--- config.mk ---
export PLATFORM = sky130hd
export DESIGN_NAME = ecp_parallel_port
export DESIGN_NICKNAME = d
export VERILOG_FILES = /design/src/logic/ecp_fifo_mem.v /design/src/logic/ecp_parallel_port.v
export VERILOG_INCLUDE_DIRS = /design/src /design/src/logic
export SDC_FILE = /design/constraint.sdc
export NUM_CORES = 1
export LEC_CHECK = 0
export ABC_AREA = 0
export ABC_CLOCK_PERIOD_IN_PS = 3750
export BUFFER_PORTS_ARGS = -buffer_cell sky130_fd_sc_hd__buf_2
export CORE_MARGIN = 2
export CORE_UTILIZATION = 60
export CTS_BUF_LIST = sky130_fd_sc_hd__clkbuf_8
export CTS_CLUSTER_SIZE = 14
export DETAILED_ROUTE_END_ITERATION = 10
export GPL_ROUTABILITY_DRIVEN = 0
export GPL_TIMING_DRIVEN = 0
export PLACE_DENSITY = 0.79
export REMOVE_ABC_BUFFERS = 1
export SLEW_MARGIN = 25
export SYNTH_ARGS = -nofsm -noshare
export SYNTH_HDL_FRONTEND = slang
export SYNTH_SLANG_ARGS = --single-unit
--- constraint.sdc ---
create_clock -name clock -period 3.75 [get_ports clock]
set_input_delay 0.375 -clock clock [delete_from_list [all_inputs] [get_ports clock]]
set_output_delay 0.375 -clock clock [all_outputs]
set_load 0.01 [all_outputs]
--- src/logic/ecp_defines.vh ---
// ecp_defines.vh - constants for the extended capabilities parallel port
// assumes it is included by bare name from every design file of the port
`ifndef ECP_DEFINES_VH
`define ECP_DEFINES_VH
// port word and fifo shape
`define ECP_WORD_W 8
`define ECP_FIFO_W 9
`define ECP_FIFO_DEPTH 16
`define ECP_FIFO_AW 4
`define ECP_CNT_W 5
// register offsets from the port base
`define ECP_ADDR_W 11
`define ECP_OFS_DATA 11'h000
`define ECP_OFS_STATUS 11'h001
`define ECP_OFS_CONTROL 11'h002
`define ECP_OFS_FIFO 11'h400
`define ECP_OFS_CFGB 11'h401
`define ECP_OFS_EXTCTL 11'h402
// mode field of the extended control register
`define ECP_MODE_STD 3'h0
`define ECP_MODE_BYTE 3'h1
`define ECP_MODE_FIFO 3'h2
`define ECP_MODE_ECP 3'h3
`define ECP_MODE_EPP 3'h4
`define ECP_MODE_RSVD 3'h5
`define ECP_MODE_TEST 3'h6
`define ECP_MODE_CFG 3'h7
// field positions
`define ECP_CTL_DIR 5
`define ECP_CTL_ACKIE 4
`define ECP_CTL_SELIN 3
`define ECP_CTL_INIT 2
`define ECP_CTL_AUTOFD 1
`define ECP_CTL_STROBE 0
`define ECP_EXT_FAULTDIS 4
`define ECP_EXT_DMA_ENABLE_BIT 3
`define ECP_EXT_SVC 2
// reset values and fixed read values
`define ECP_CONTROL_RST 6'h00
`define ECP_MODE_RST 3'h0
`define ECP_EXTBITS_RST 3'h5
`define ECP_DATA_RST 8'h00
`define ECP_CFGA_VAL 8'h10
`define ECP_UNMAPPED_VAL 8'h00
`endif

--- src/logic/ecp_fifo_mem.v ---
// ecp_fifo_mem.v - 16 entry storage shared by every fifo view of the port
// assumes the caller keeps pointers, counts and full/empty itself
`timescale 1ns/100ps
`include "ecp_defines.vh"
module ecp_fifo_mem (
  // clock
  input wire clock,
  // write side
  input wire wrEn,
  input wire [`ECP_FIFO_AW-1:0] wrAddr,
  input wire [`ECP_FIFO_W-1:0] wrData,
  // read side, data one cycle after the address
  input wire [`ECP_FIFO_AW-1:0] rdAddr,
  output reg [`ECP_FIFO_W-1:0] rdData
);
  reg [`ECP_FIFO_W-1:0] mem [0:`ECP_FIFO_DEPTH-1];

  always @(posedge clock) begin
    if (wrEn) begin
      mem[wrAddr] <= wrData;
    end
    rdData <= mem[rdAddr];
  end
endmodule

--- src/logic/ecp_parallel_port.v ---
// ecp_parallel_port.v - extended capabilities parallel port, host side
// assumes host strobes and dma acknowledge are on clock; all pins are asynchronous
`timescale 1ns/100ps
`include "ecp_defines.vh"
module ecp_parallel_port (
  // clock and reset
  input wire clock,
  input wire reset,
  // host register port
  input wire [`ECP_ADDR_W-1:0] ioAddr,
  input wire ioWr,
  input wire ioRd,
  input wire [7:0] ioWdata,
  output reg [7:0] ioRdata_r,
  // dma
  output wire dmaReq,
  input wire dmaAckN,
  // chip level configuration
  input wire [2:0] irqSelect,
  input wire [2:0] dmaSelect,
  output wire irqLine,
  // parallel data pins
  input wire [7:0] pdIn,
  output reg [7:0] pdOut_r,
  output wire pdOeN,
  // control pins
  output wire strobeN,
  output wire autoFdN,
  output wire initN,
  output wire selectInN,
  // status pins
  input wire ackN,
  input wire busy,
  input wire paperError,
  input wire select,
  input wire faultN
);
  localparam S_IDLE = 3'h0;
  localparam S_FSETUP = 3'h1;
  localparam S_FSTB = 3'h2;
  localparam S_FREL = 3'h3;
  localparam S_RREQ = 3'h4;
  localparam S_RACK = 3'h5;
  localparam S_REP = 3'h6;

  // pin synchronisers: stage one only feeds stage two
  wire [12:0] pinRaw = {faultN, select, paperError, busy, ackN, pdIn};
  reg [12:0] pinMeta_r;
  reg [12:0] pinSync_r;
  always @(posedge clock or posedge reset) begin
    if (reset) begin
      pinMeta_r <= 13'h1fff;
      pinSync_r <= 13'h1fff;
    end else begin
      pinMeta_r <= pinRaw;
      pinSync_r <= pinMeta_r;
    end
  end
  wire [7:0] pdS = pinSync_r[7:0];
  wire ackS = pinSync_r[8];
  wire busyS = pinSync_r[9];
  wire pErrS = pinSync_r[10];
  wire selS = pinSync_r[11];
  wire faultS = pinSync_r[12];

  function [2:0] regSel;
    input [`ECP_ADDR_W-1:0] a;
    begin
      case (a)
        `ECP_OFS_DATA: regSel = 3'h1;
        `ECP_OFS_STATUS: regSel = 3'h2;
        `ECP_OFS_CONTROL: regSel = 3'h3;
        `ECP_OFS_FIFO: regSel = 3'h4;
        `ECP_OFS_CFGB: regSel = 3'h5;
        `ECP_OFS_EXTCTL: regSel = 3'h6;
        default: regSel = 3'h0;
      endcase
    end
  endfunction

  // registers
  reg [7:0] dataLatch_r;
  reg [5:0] control_r;
  reg [2:0] mode_r;
  reg [2:0] extBits_r;
  reg faultIrq_r;
  reg faultPrev_r;
  reg [2:0] state_r;
  reg cmdOut_r;
  reg strobeOut_r;
  reg autoFdOut_r;
  reg initOut_r;
  reg drive_r;
  reg [7:0] revByte_r;
  reg revCmd_r;
  reg rleArmed_r;
  reg [6:0] runLen_r;
  reg [6:0] repLeft_r;
  reg [`ECP_FIFO_AW-1:0] wrPtr_r;
  reg [`ECP_FIFO_AW-1:0] rdPtr_r;
  reg [`ECP_CNT_W-1:0] count_r;
  reg stable_r;
  wire [`ECP_FIFO_W-1:0] fifoHead;

  wire modeEcp = (mode_r == `ECP_MODE_ECP);
  wire modeFifo = (mode_r == `ECP_MODE_FIFO);
  wire modeTest = (mode_r == `ECP_MODE_TEST);
  wire modeCfg = (mode_r == `ECP_MODE_CFG);
  wire fifoView = modeFifo | modeEcp | modeTest;
  wire fifoFull = (count_r == `ECP_FIFO_DEPTH);
  wire fifoEmpty = (count_r == 5'h00);
  wire headOk = ~fifoEmpty & stable_r;
  wire dirRev = control_r[`ECP_CTL_DIR];
  wire faultDis = extBits_r[2];
  wire dma_enable_bit = extBits_r[1];
  wire svcBit = extBits_r[0];
  wire revOk = modeEcp & ~initOut_r & ~pErrS & ~drive_r;
  wire fwdOk = modeFifo | (modeEcp & ~dirRev & initOut_r & pErrS & drive_r);

  // host access decode, dma acknowledge steers to the data fifo view
  wire dmaCyc = ~dmaAckN & fifoView;
  wire [2:0] sel = dmaCyc ? 3'h4 : regSel(ioAddr);
  wire hostPush = ioWr & ~fifoFull & ((sel == 3'h4 & fifoView) | (sel == 3'h1 & modeEcp));
  wire hostPop = ioRd & headOk & sel == 3'h4 & fifoView;
  wire [`ECP_FIFO_W-1:0] hostWord = {(sel == 3'h1), ioWdata};

  // engine strobes, set in the fsm below
  reg engPush;
  reg engPop;
  reg [`ECP_FIFO_W-1:0] engWord;
  wire pushEn = engPush | (hostPush & ~(modeEcp & dirRev));
  wire popEn = engPop | (hostPop & ~engPop);
  wire [`ECP_FIFO_W-1:0] pushWord = engPush ? engWord : hostWord;
  wire flush = ~fifoView;

  // shared fifo storage for every view
  ecp_fifo_mem fifoMem (
    .clock(clock),
    .wrEn(pushEn),
    .wrAddr(wrPtr_r),
    .wrData(pushWord),
    .rdAddr(rdPtr_r),
    .rdData(fifoHead)
  );

  always @(posedge clock or posedge reset) begin
    if (reset) begin
      wrPtr_r <= 4'h0;
      rdPtr_r <= 4'h0;
      count_r <= 5'h00;
      stable_r <= 1'b0;
    end else if (flush) begin
      wrPtr_r <= 4'h0;
      rdPtr_r <= 4'h0;
      count_r <= 5'h00;
      stable_r <= 1'b0;
    end else begin
      stable_r <= ~(pushEn | popEn);
      if (pushEn) begin
        wrPtr_r <= wrPtr_r + 4'h1;
      end
      if (popEn) begin
        rdPtr_r <= rdPtr_r + 4'h1;
      end
      if (pushEn & ~popEn) begin
        count_r <= count_r + 5'h01;
      end else if (popEn & ~pushEn) begin
        count_r <= count_r - 5'h01;
      end
    end
  end

  // host writes; control and extended control decode ignores the mode
  always @(posedge clock or posedge reset) begin
    if (reset) begin
      dataLatch_r <= `ECP_DATA_RST;
      control_r <= `ECP_CONTROL_RST;
      mode_r <= `ECP_MODE_RST;
      extBits_r <= `ECP_EXTBITS_RST;
    end else if (ioWr) begin
      if (sel == 3'h1 & ~dmaCyc & (mode_r == `ECP_MODE_STD | mode_r == `ECP_MODE_BYTE)) begin
        dataLatch_r <= ioWdata;
      end
      if (sel == 3'h3) begin
        control_r <= ioWdata[5:0];
      end
      if (sel == 3'h6) begin
        mode_r <= ioWdata[7:5];
        extBits_r <= ioWdata[4:2];
      end
    end
  end

  // fault edge interrupt, masked by faultDis and in ecp reverse; set wins over clear
  wire faultFall = faultPrev_r & ~faultS;
  wire faultSet = faultFall & ~faultDis & ~(modeEcp & dirRev);
  always @(posedge clock or posedge reset) begin
    if (reset) begin
      faultPrev_r <= 1'b1;
      faultIrq_r <= 1'b0;
    end else begin
      faultPrev_r <= faultS;
      if (faultSet) begin
        faultIrq_r <= 1'b1;
      end else if (ioWr & sel == 3'h6) begin
        faultIrq_r <= 1'b0;
      end
    end
  end
  assign irqLine = faultIrq_r | (control_r[`ECP_CTL_ACKIE] & ~ackS);

  // register reads, one word per access
  wire [7:0] statusWord = {~busyS, ackS, pErrS, selS, faultS, 3'h0};
  wire [7:0] cfgBWord = {1'b0, irqLine, irqSelect, dmaSelect};
  wire [7:0] extWord = {mode_r, extBits_r, fifoFull, fifoEmpty};
  always @(posedge clock or posedge reset) begin
    if (reset) begin
      ioRdata_r <= `ECP_UNMAPPED_VAL;
    end else if (ioRd) begin
      case (sel)
        3'h1: ioRdata_r <= drive_r ? dataLatch_r : pdS;
        3'h2: ioRdata_r <= statusWord;
        3'h3: ioRdata_r <= {2'h0, control_r};
        3'h4: ioRdata_r <= modeCfg ? `ECP_CFGA_VAL : (fifoView ? fifoHead[7:0] : `ECP_UNMAPPED_VAL);
        3'h5: ioRdata_r <= modeCfg ? cfgBWord : `ECP_UNMAPPED_VAL;
        3'h6: ioRdata_r <= extWord;
        default: ioRdata_r <= `ECP_UNMAPPED_VAL;
      endcase
    end
  end

  // dma request follows direction and fifo room
  assign dmaReq = dma_enable_bit & ~svcBit & (modeFifo | modeEcp) & ((modeEcp & dirRev) ? headOk : ~fifoFull);

  // direction change on init, handed over only on perror
  // a fault request never turns the link round by itself
  always @(posedge clock or posedge reset) begin
    if (reset) begin
      initOut_r <= 1'b1;
      drive_r <= 1'b1;
    end else if (modeEcp) begin
      if (dirRev & state_r == S_IDLE & fifoEmpty) begin
        drive_r <= 1'b0;
        if (~drive_r) begin
          initOut_r <= 1'b0;
        end
      end else if (~dirRev & state_r == S_IDLE) begin
        initOut_r <= 1'b1;
        if (initOut_r & pErrS) begin
          drive_r <= 1'b1;
        end
      end
    end else begin
      initOut_r <= control_r[`ECP_CTL_INIT];
      drive_r <= ~(mode_r == `ECP_MODE_BYTE & dirRev);
    end
  end

  // link engine
  reg [2:0] state_nxt;
  always @* begin
    state_nxt = state_r;
    engPush = 1'b0;
    engPop = 1'b0;
    engWord = {revCmd_r, revByte_r};
    case (state_r)
      S_IDLE: begin
        if (fwdOk & headOk) begin
          engPop = 1'b1;
          state_nxt = S_FSETUP;
        end else if (revOk & dirRev & ~fifoFull & stable_r) begin
          state_nxt = S_RREQ;
        end
      end
      S_FSETUP: begin
        if (~busyS) begin
          state_nxt = S_FSTB;
        end
      end
      S_FSTB: begin
        if (busyS) begin
          state_nxt = S_FREL;
        end
      end
      S_FREL: state_nxt = S_IDLE;
      S_RREQ: begin
        if (~ackS) begin
          state_nxt = S_RACK;
        end else if (~dirRev) begin
          state_nxt = S_IDLE;
        end
      end
      S_RACK: begin
        if (ackS) begin
          if (revCmd_r & ~revByte_r[7]) begin
            state_nxt = S_IDLE;
          end else begin
            engPush = 1'b1;
            state_nxt = (rleArmed_r & runLen_r != 7'h00) ? S_REP : S_IDLE;
          end
        end
      end
      S_REP: begin
        if (~fifoFull) begin
          engPush = 1'b1;
          if (repLeft_r == 7'h01) begin
            state_nxt = S_IDLE;
          end
        end
      end
      default: state_nxt = S_IDLE;
    endcase
  end

  always @(posedge clock or posedge reset) begin
    if (reset) begin
      state_r <= S_IDLE;
      pdOut_r <= `ECP_DATA_RST;
      cmdOut_r <= 1'b0;
      strobeOut_r <= 1'b1;
      autoFdOut_r <= 1'b1;
      revByte_r <= 8'h00;
      revCmd_r <= 1'b0;
      rleArmed_r <= 1'b0;
      runLen_r <= 7'h00;
      repLeft_r <= 7'h00;
    end else begin
      state_r <= (fwdOk | revOk | state_r == S_REP) ? state_nxt : S_IDLE;
      if (~(modeEcp | modeFifo)) begin
        pdOut_r <= dataLatch_r;
      end
      case (state_r)
        S_IDLE: begin
          strobeOut_r <= 1'b1;
          autoFdOut_r <= 1'b1;
          if (~modeEcp) begin
            rleArmed_r <= 1'b0;
          end
          if (state_nxt == S_FSETUP) begin
            pdOut_r <= fifoHead[7:0];
            cmdOut_r <= fifoHead[8] & modeEcp;
          end
          if (state_nxt == S_RREQ) begin
            autoFdOut_r <= 1'b0;
          end
        end
        S_FSETUP: begin
          if (state_nxt == S_FSTB) begin
            strobeOut_r <= 1'b0;
          end
        end
        S_FSTB: begin
          if (state_nxt == S_FREL) begin
            strobeOut_r <= 1'b1;
          end
        end
        S_RREQ: begin
          if (state_nxt == S_RACK) begin
            revByte_r <= pdS;
            revCmd_r <= ~busyS;
            autoFdOut_r <= 1'b1;
          end
        end
        S_RACK: begin
          if (ackS) begin
            if (revCmd_r & ~revByte_r[7]) begin
              rleArmed_r <= 1'b1;
              runLen_r <= revByte_r[6:0];
            end else begin
              rleArmed_r <= 1'b0;
              repLeft_r <= rleArmed_r ? runLen_r : 7'h00;
            end
          end
        end
        S_REP: begin
          if (engPush) begin
            repLeft_r <= repLeft_r - 7'h01;
          end
        end
        default: begin
          strobeOut_r <= 1'b1;
        end
      endcase
    end
  end

  // pin drive; standard modes follow the control register
  wire hwLink = modeEcp | modeFifo;
  assign strobeN = hwLink ? strobeOut_r : ~control_r[`ECP_CTL_STROBE];
  assign autoFdN = modeEcp ? (dirRev ? autoFdOut_r : ~cmdOut_r) : ~control_r[`ECP_CTL_AUTOFD];
  assign initN = initOut_r;
  assign selectInN = modeEcp ? 1'b1 : ~control_r[`ECP_CTL_SELIN];
  assign pdOeN = ~drive_r;
endmodule
; ---- Word level (Yosys, flattened, before mapping)
; Memory sizes are Yosys's and may differ from the RTL's. A register that Yosys moved wholly into a read port is not among the register bits.
; Index checks and enable logic that the tools add are counted.
[op_classes]
n_addsub = 5
n_eq_ne = 41
mux = 70
n_bitwise = 79
n_reduce_logical = 22
[op_table]
columns = op, n
row1 = $mux W8, 6
row2 = $pmux W8 S6, 1
row3 = $and A1 B1 Y1, 43
row4 = $mux W3, 13
row5 = $pmux W3 S6, 2
row6 = $mux W7, 5
row7 = $eq A11 B11 Y1 const B, 3
row8 = $eq A3 B3 Y1 const B, 10
row9 = $mux W1, 30
row10 = $not A1 Y1, 25
row11 = $eq A3 B2 Y1 const B, 7
row12 = $mux W4, 4
row13 = $reduce_and A2 Y1, 8
row14 = $mux W5, 3
row15 = $ne A2 B2 Y1 const B, 7
row16 = $pmux W7 S2, 1
row17 = $eq A3 B1 Y1 const B, 4
row18 = $eq A11 B1 Y1 const B, 1
row19 = $eq A11 B2 Y1 const B, 1
row20 = $logic_not A11 Y1, 1
row21 = $or A1 B1 Y1, 11
row22 = $mux W9, 1
row23 = $ne A3 B1 Y1 const B, 3
row24 = $reduce_and A3 Y1, 3
row25 = 16 further kinds, 24
[totals]
register_bits = 110
ram_bits = 144
input_bits = 43
output_inout_bits = 23
word_cells = 243
n_memories = 1
[memory_table]
columns = name, words, word_bits, rd, rd_ports_with_merged_regs, wr, line
row1 = fifoMem.mem, 16, 9, 1, 1, 1, ecp_fifo_mem.v:16  ; reg [`ECP_FIFO_W-1:0] mem [0:`ECP_FIFO_DEPTH-1];

; ---- Longest topological paths before layout
[logic_depth]
depth_word = 16
mapped_depth = 16
depth_no_buf = 12

; ---- By module
; A second synthesis with hierarchy kept.
[hier_totals]
hier_cells = 767
area_unflattened_um2 = 11190.7
[by_module_without_submodules]
columns = mod, n_inst, cells_per_inst, area_each_um2, seq_area_each_um2
row1 = ecp_fifo_mem, 1, 254, 5780.5, 4504.3
row2 = ecp_parallel_port, 1, 513, 5410.2, 2793.9

; ---- Worst setup path after synthesis
; OpenSTA, ideal clock, no wires.
[synth_timing]
kind = reg-to-reg
from = register count_r[2]
to = register count_r[4]
t_arrival_ns = 3.220
path_slack_ns = 0.456
stages_incl_launch_ff = 15
path_buffers = 2
path_cell_list = dfrtp_1 -> or4_4 -> o21a_1 -> and3_4 -> buf_6 -> a31o_1 -> buf_6 -> a21oi_4 -> inv_1 -> fa_1 -> a21o_1 -> a21oi_1 -> nand4_1 -> a21o_1 -> a21oi_2
[synth_via]
elab_chain_len = 13
[synth_lines]
columns = item, line
row1 = from (decl), ecp_parallel_port.v:101  ; reg [`ECP_CNT_W-1:0] count_r;
row2 = from (signal assigned), ecp_parallel_port.v:166  ; count_r <= count_r + 5'h01;
row3 = from (signal assigned), ecp_parallel_port.v:168  ; count_r <= count_r - 5'h01;
row4 = $logic_not A5 Y1, ecp_parallel_port.v:111  ; wire fifoEmpty = (count_r == 5'h00);
row5 = $not A1 Y1, ecp_parallel_port.v:112  ; wire headOk = ~fifoEmpty & stable_r;
row6 = $and A1 B1 Y1, ecp_parallel_port.v:112
row7 = $and A1 B1 Y1, ecp_parallel_port.v:268  ; if (fwdOk & headOk) begin
row8 = $mux W1, ecp_parallel_port.v:268
row9 = $mux W1, ecp_parallel_port.v:266  ; case (state_r)
row10 = $not A1 Y1, ecp_parallel_port.v:132  ; wire popEn = engPop | (hostPop & ~engPop);
row11 = $and A1 B1 Y1, ecp_parallel_port.v:132
row12 = $or A1 B1 Y1, ecp_parallel_port.v:132
row13 = $not A1 Y1, ecp_parallel_port.v:165  ; if (pushEn & ~popEn) begin
row14 = $and A1 B1 Y1, ecp_parallel_port.v:165
row15 = $mux W5, ecp_parallel_port.v:165
row16 = $mux W5, ecp_parallel_port.v:152  ; end else if (flush) begin
; Parallel ways exist; a longest one is shown, timed or not. The select of a mux whose other input is x is not followed.
; A chain may end at the register's enable or synchronous reset.

; ---- Worst setup path in the final report
; Ends and elaborated chain as after synthesis.

==> run metrics <==
status=finished, final reports clean; Crit path max-delay family=compound AO/OA/AOI/OAI gates; GRT busiest layer=met2; DPL Wire Length=17.8 mm; CTS buffer count=42; antenna-violating nets left=0; Async S/R FF share, synth=0.418; FMAX=0.277 GHz; IO Count=66; startpoint types=flop; Max transition margin=0.281; met1 GRT Util=0.375; Pre-antenna DRT Iters=5; Synth area leaders=edfxtp_1 (39%), dfrtp_1 (17%), dfstp_2 (7.8%); Syn Inst Count=796; Fin Setup TNS=0 ns; leading area contributor after synthesis=edfxtp_1; CTS H-tree lvls=2; worst-path cell chain=or4_4, o21a_1, and3_4, a31o_2, a21oi_4, inv_1, fa_2, a21o_1, a21oi_1, nand4_1, a21o_1, a21oi_2; final hold vios=0; final slew viol count=0; met2 Use GR=0.431; CTS tree=done; Avg WL per Cell=between 20 and 25 um; Worst EP required=approximately 4.2 ns; final-report setup violation count=0; die area=between 15000 and 20000 um2; GRT Total Usage=0.272; initial core utilization=0.616; Synth warnings=0; first-pass GRT wire length=about 41 mm; minimum clock period after layout=approximately 3.6 ns; Least-Margin Pin Slew=about 1.1 ns; n_diodes=0; Avg Cell Area, Syn=between 10 and 15 um2; Design Area, Final=between 10000 and 15000 um2; Hold Crit Class=input pin to flop; Iteration-0 DRC Markers=~750; Nets=~950; largest net degree at the start of global routing=70; worst IR drop on VDD=293 uV; Skew-Pair Late Insertion Delay=~0.57 ns; Synth cell types=74; CP Capture Type=flop; CP most frequent cell=a21o_1; Main synth FF type=edfxtp_1; crit path max fanout=18; # DRC=0; Synth top area share=0.387; vias in the first global route=7382; Longest Clk Path Bufs=3; WL final=26.7 mm; Power, Total=approximately 0.0055 W; Layout area overhead=14.1%; port bufs=between 60 and 70; total gr overflow=0; Core Area=about 18000 um2; leakage power=~4.9 nW; clock tree sinks=263; Hold Slack=roughly 0.14 ns; Bufs and invs on worst path=1; share of cells above drive strength 1=0.280; vias after detailed routing=around 7400; period utilisation layout=0.963; row cnt=49; Power Density=~430 nW/um2; met3 Track Usage GR=0.0550; EDFF count, synth=between 100 and 150; max-capacitance violation count=0; Worst Setup Path Type=flop to flop; root buf cell=clkbuf_8; critical path arrival=about 4 ns; Die Wd=roughly 140 um; Util after Layout=0.703; Yosys reg bits=roughly 260; Die Span Y=between 100 and 150 um; clk_skew=approximately 0.042 ns; mapped cell area=around 11000 um2; Placed Area=approximately 12000 um2; via density per instance=6.45; slowest stage delay, CP=0.57 ns; CTS clock-pin slew for the worst setup and hold paths=0.06 ns; Seq/Total Area, Yosys=0.653; initial antenna violation count=0; Slowest-stage cell, CP=or4_4
## timing repair
action	in CTS	in global routing
setup endpoints to repair	6	1
hold buffers	14	0
setup buffers	2	3
gates resized for setup	5	5
pin swaps	1	1
endpoints found under the hold margin	44	0
## logic make-up after synthesis
family | after synthesis | share of synthesized area
AO/OA/AOI/OAI | 163 | 0.0954
XOR/XNOR | 8 | 0.00627
adder cells (fa/ha/maj) | 12 | 0.0141
buffers and inverters | 55 | 0.0209
flip-flops | 263 | 0.653
multiplexers | 112 | 0.126
AND/OR/NAND/NOR | 183 | 0.0838
## cell usage after synthesis, drive strengths merged (4+ instances only)
cell type,instances
a21o,5
a21oi,37
a221oi,12
a22oi,12
a31oi,8
and2,11
and3,10
and4,4
buf,14
clkbuf,24
dfrtp,77
dfstp,33
dfxtp,9
edfxtp,144
ha,11
inv,17
mux2,52
mux2i,42
mux4,18
nand2,57
nand2b,4
nand3,18
nor2,30
nor2b,6
nor3,18
nor3b,4
nor4,5
o21ai,52
o22ai,8
xnor2,4
xor2,4
## per-stage QoR
step	setup WS, ns	instances
5_1_grt	-0.00686	1153
2_1_floorplan	-0.0503	758
3_5_place_dp	-0.528	1056
3_3_place_gp	-1.15	1052
4_1_cts	0.0395	1150
6_report	0.138	1153
## path summary, 6_finish.rpt
kind | to | slack [ns] | cells past startpoint | from
worst max-delay path | count_r[4] | 0.14 | 12 | count_r[2]
worst min-delay path | dataLatch_r[7] | 0.14 | 2 | ioWdata[7]
worst max register to register | count_r[4] | 0.14 | 12 | count_r[2]
worst min register to register | pinSync_r[0] | 0.35 | 0 | pinMeta_r[0]
max in group asynchronous | pinMeta_r[5] | 2.67 | 4 | reset
min in group asynchronous | repLeft_r[5] | 0.38 | 3 | reset
## cell type report
type                            count  area (um2)
Clock buffer                       47         647
Clock inverter                     31         161
Fill cell                        1187        5400
Inverter                           17        68.8
Multi-Input combinational cell    478        3700
Sequential cell                   263        7310
Tap cell                          229         287
Timing Repair Buffer               88         584
## cell usage in the layout, fill, tap and decap left out, drive strengths merged, types with 12 or more instances in the layout
master	n
a21oi	37
a221oi	12
a22oi	12
buf	74
clkbuf	47
dfrtp	77
dfstp	33
dlygate4sd3	14
edfxtp	144
inv	36
mux2	52
mux2i	42
mux4	18
nand2	57
nand3	18
nor2	30
nor3	18
o21ai	52
## power breakdown
group          leakage (nW)  switching, W  total, W  internal [W]
Clock                 0.484       0.00110   0.00233       0.00123
Combinational          1.64     0.0000807  0.000121     0.0000400
Sequential             2.76     0.0000142   0.00310       0.00308
Total                  4.88       0.00120   0.00555       0.00435
## routing by layer
metal,wire length (um),vias up
met2,12900,439
li1,-,3229
met3,2430,83
met1,10400,3687
met5,0,-
met4,929,0
## sequential cells by signal, summed over array words and instances (netlist names), 3 cells and up
signal	flops
fifoMem.rdData	9
repLeft_r	7
wrPtr_r	4
ioRdata_r	8
mode_r	3
state_r	3
control_r	6
fifoMem.mem	144
rdPtr_r	4
count_r	5
pdOut_r	8
extBits_r	3
dataLatch_r	8
runLen_r	7
revByte_r	8
pinSync_r	13
pinMeta_r	13
## worst reg2reg max path: cells and delay by family (launching register included)
| family | cells | cell delay, ns |
|---|---|---|
| compound gates | 7 | 1.55 |
| buf+inv | 1 | 0.16 |
| fa+ha+maj | 1 | 0.40 |
| flops | 1 | 0.44 |
| simple gates | 3 | 0.98 |
(Power assumes the default switching activity.)
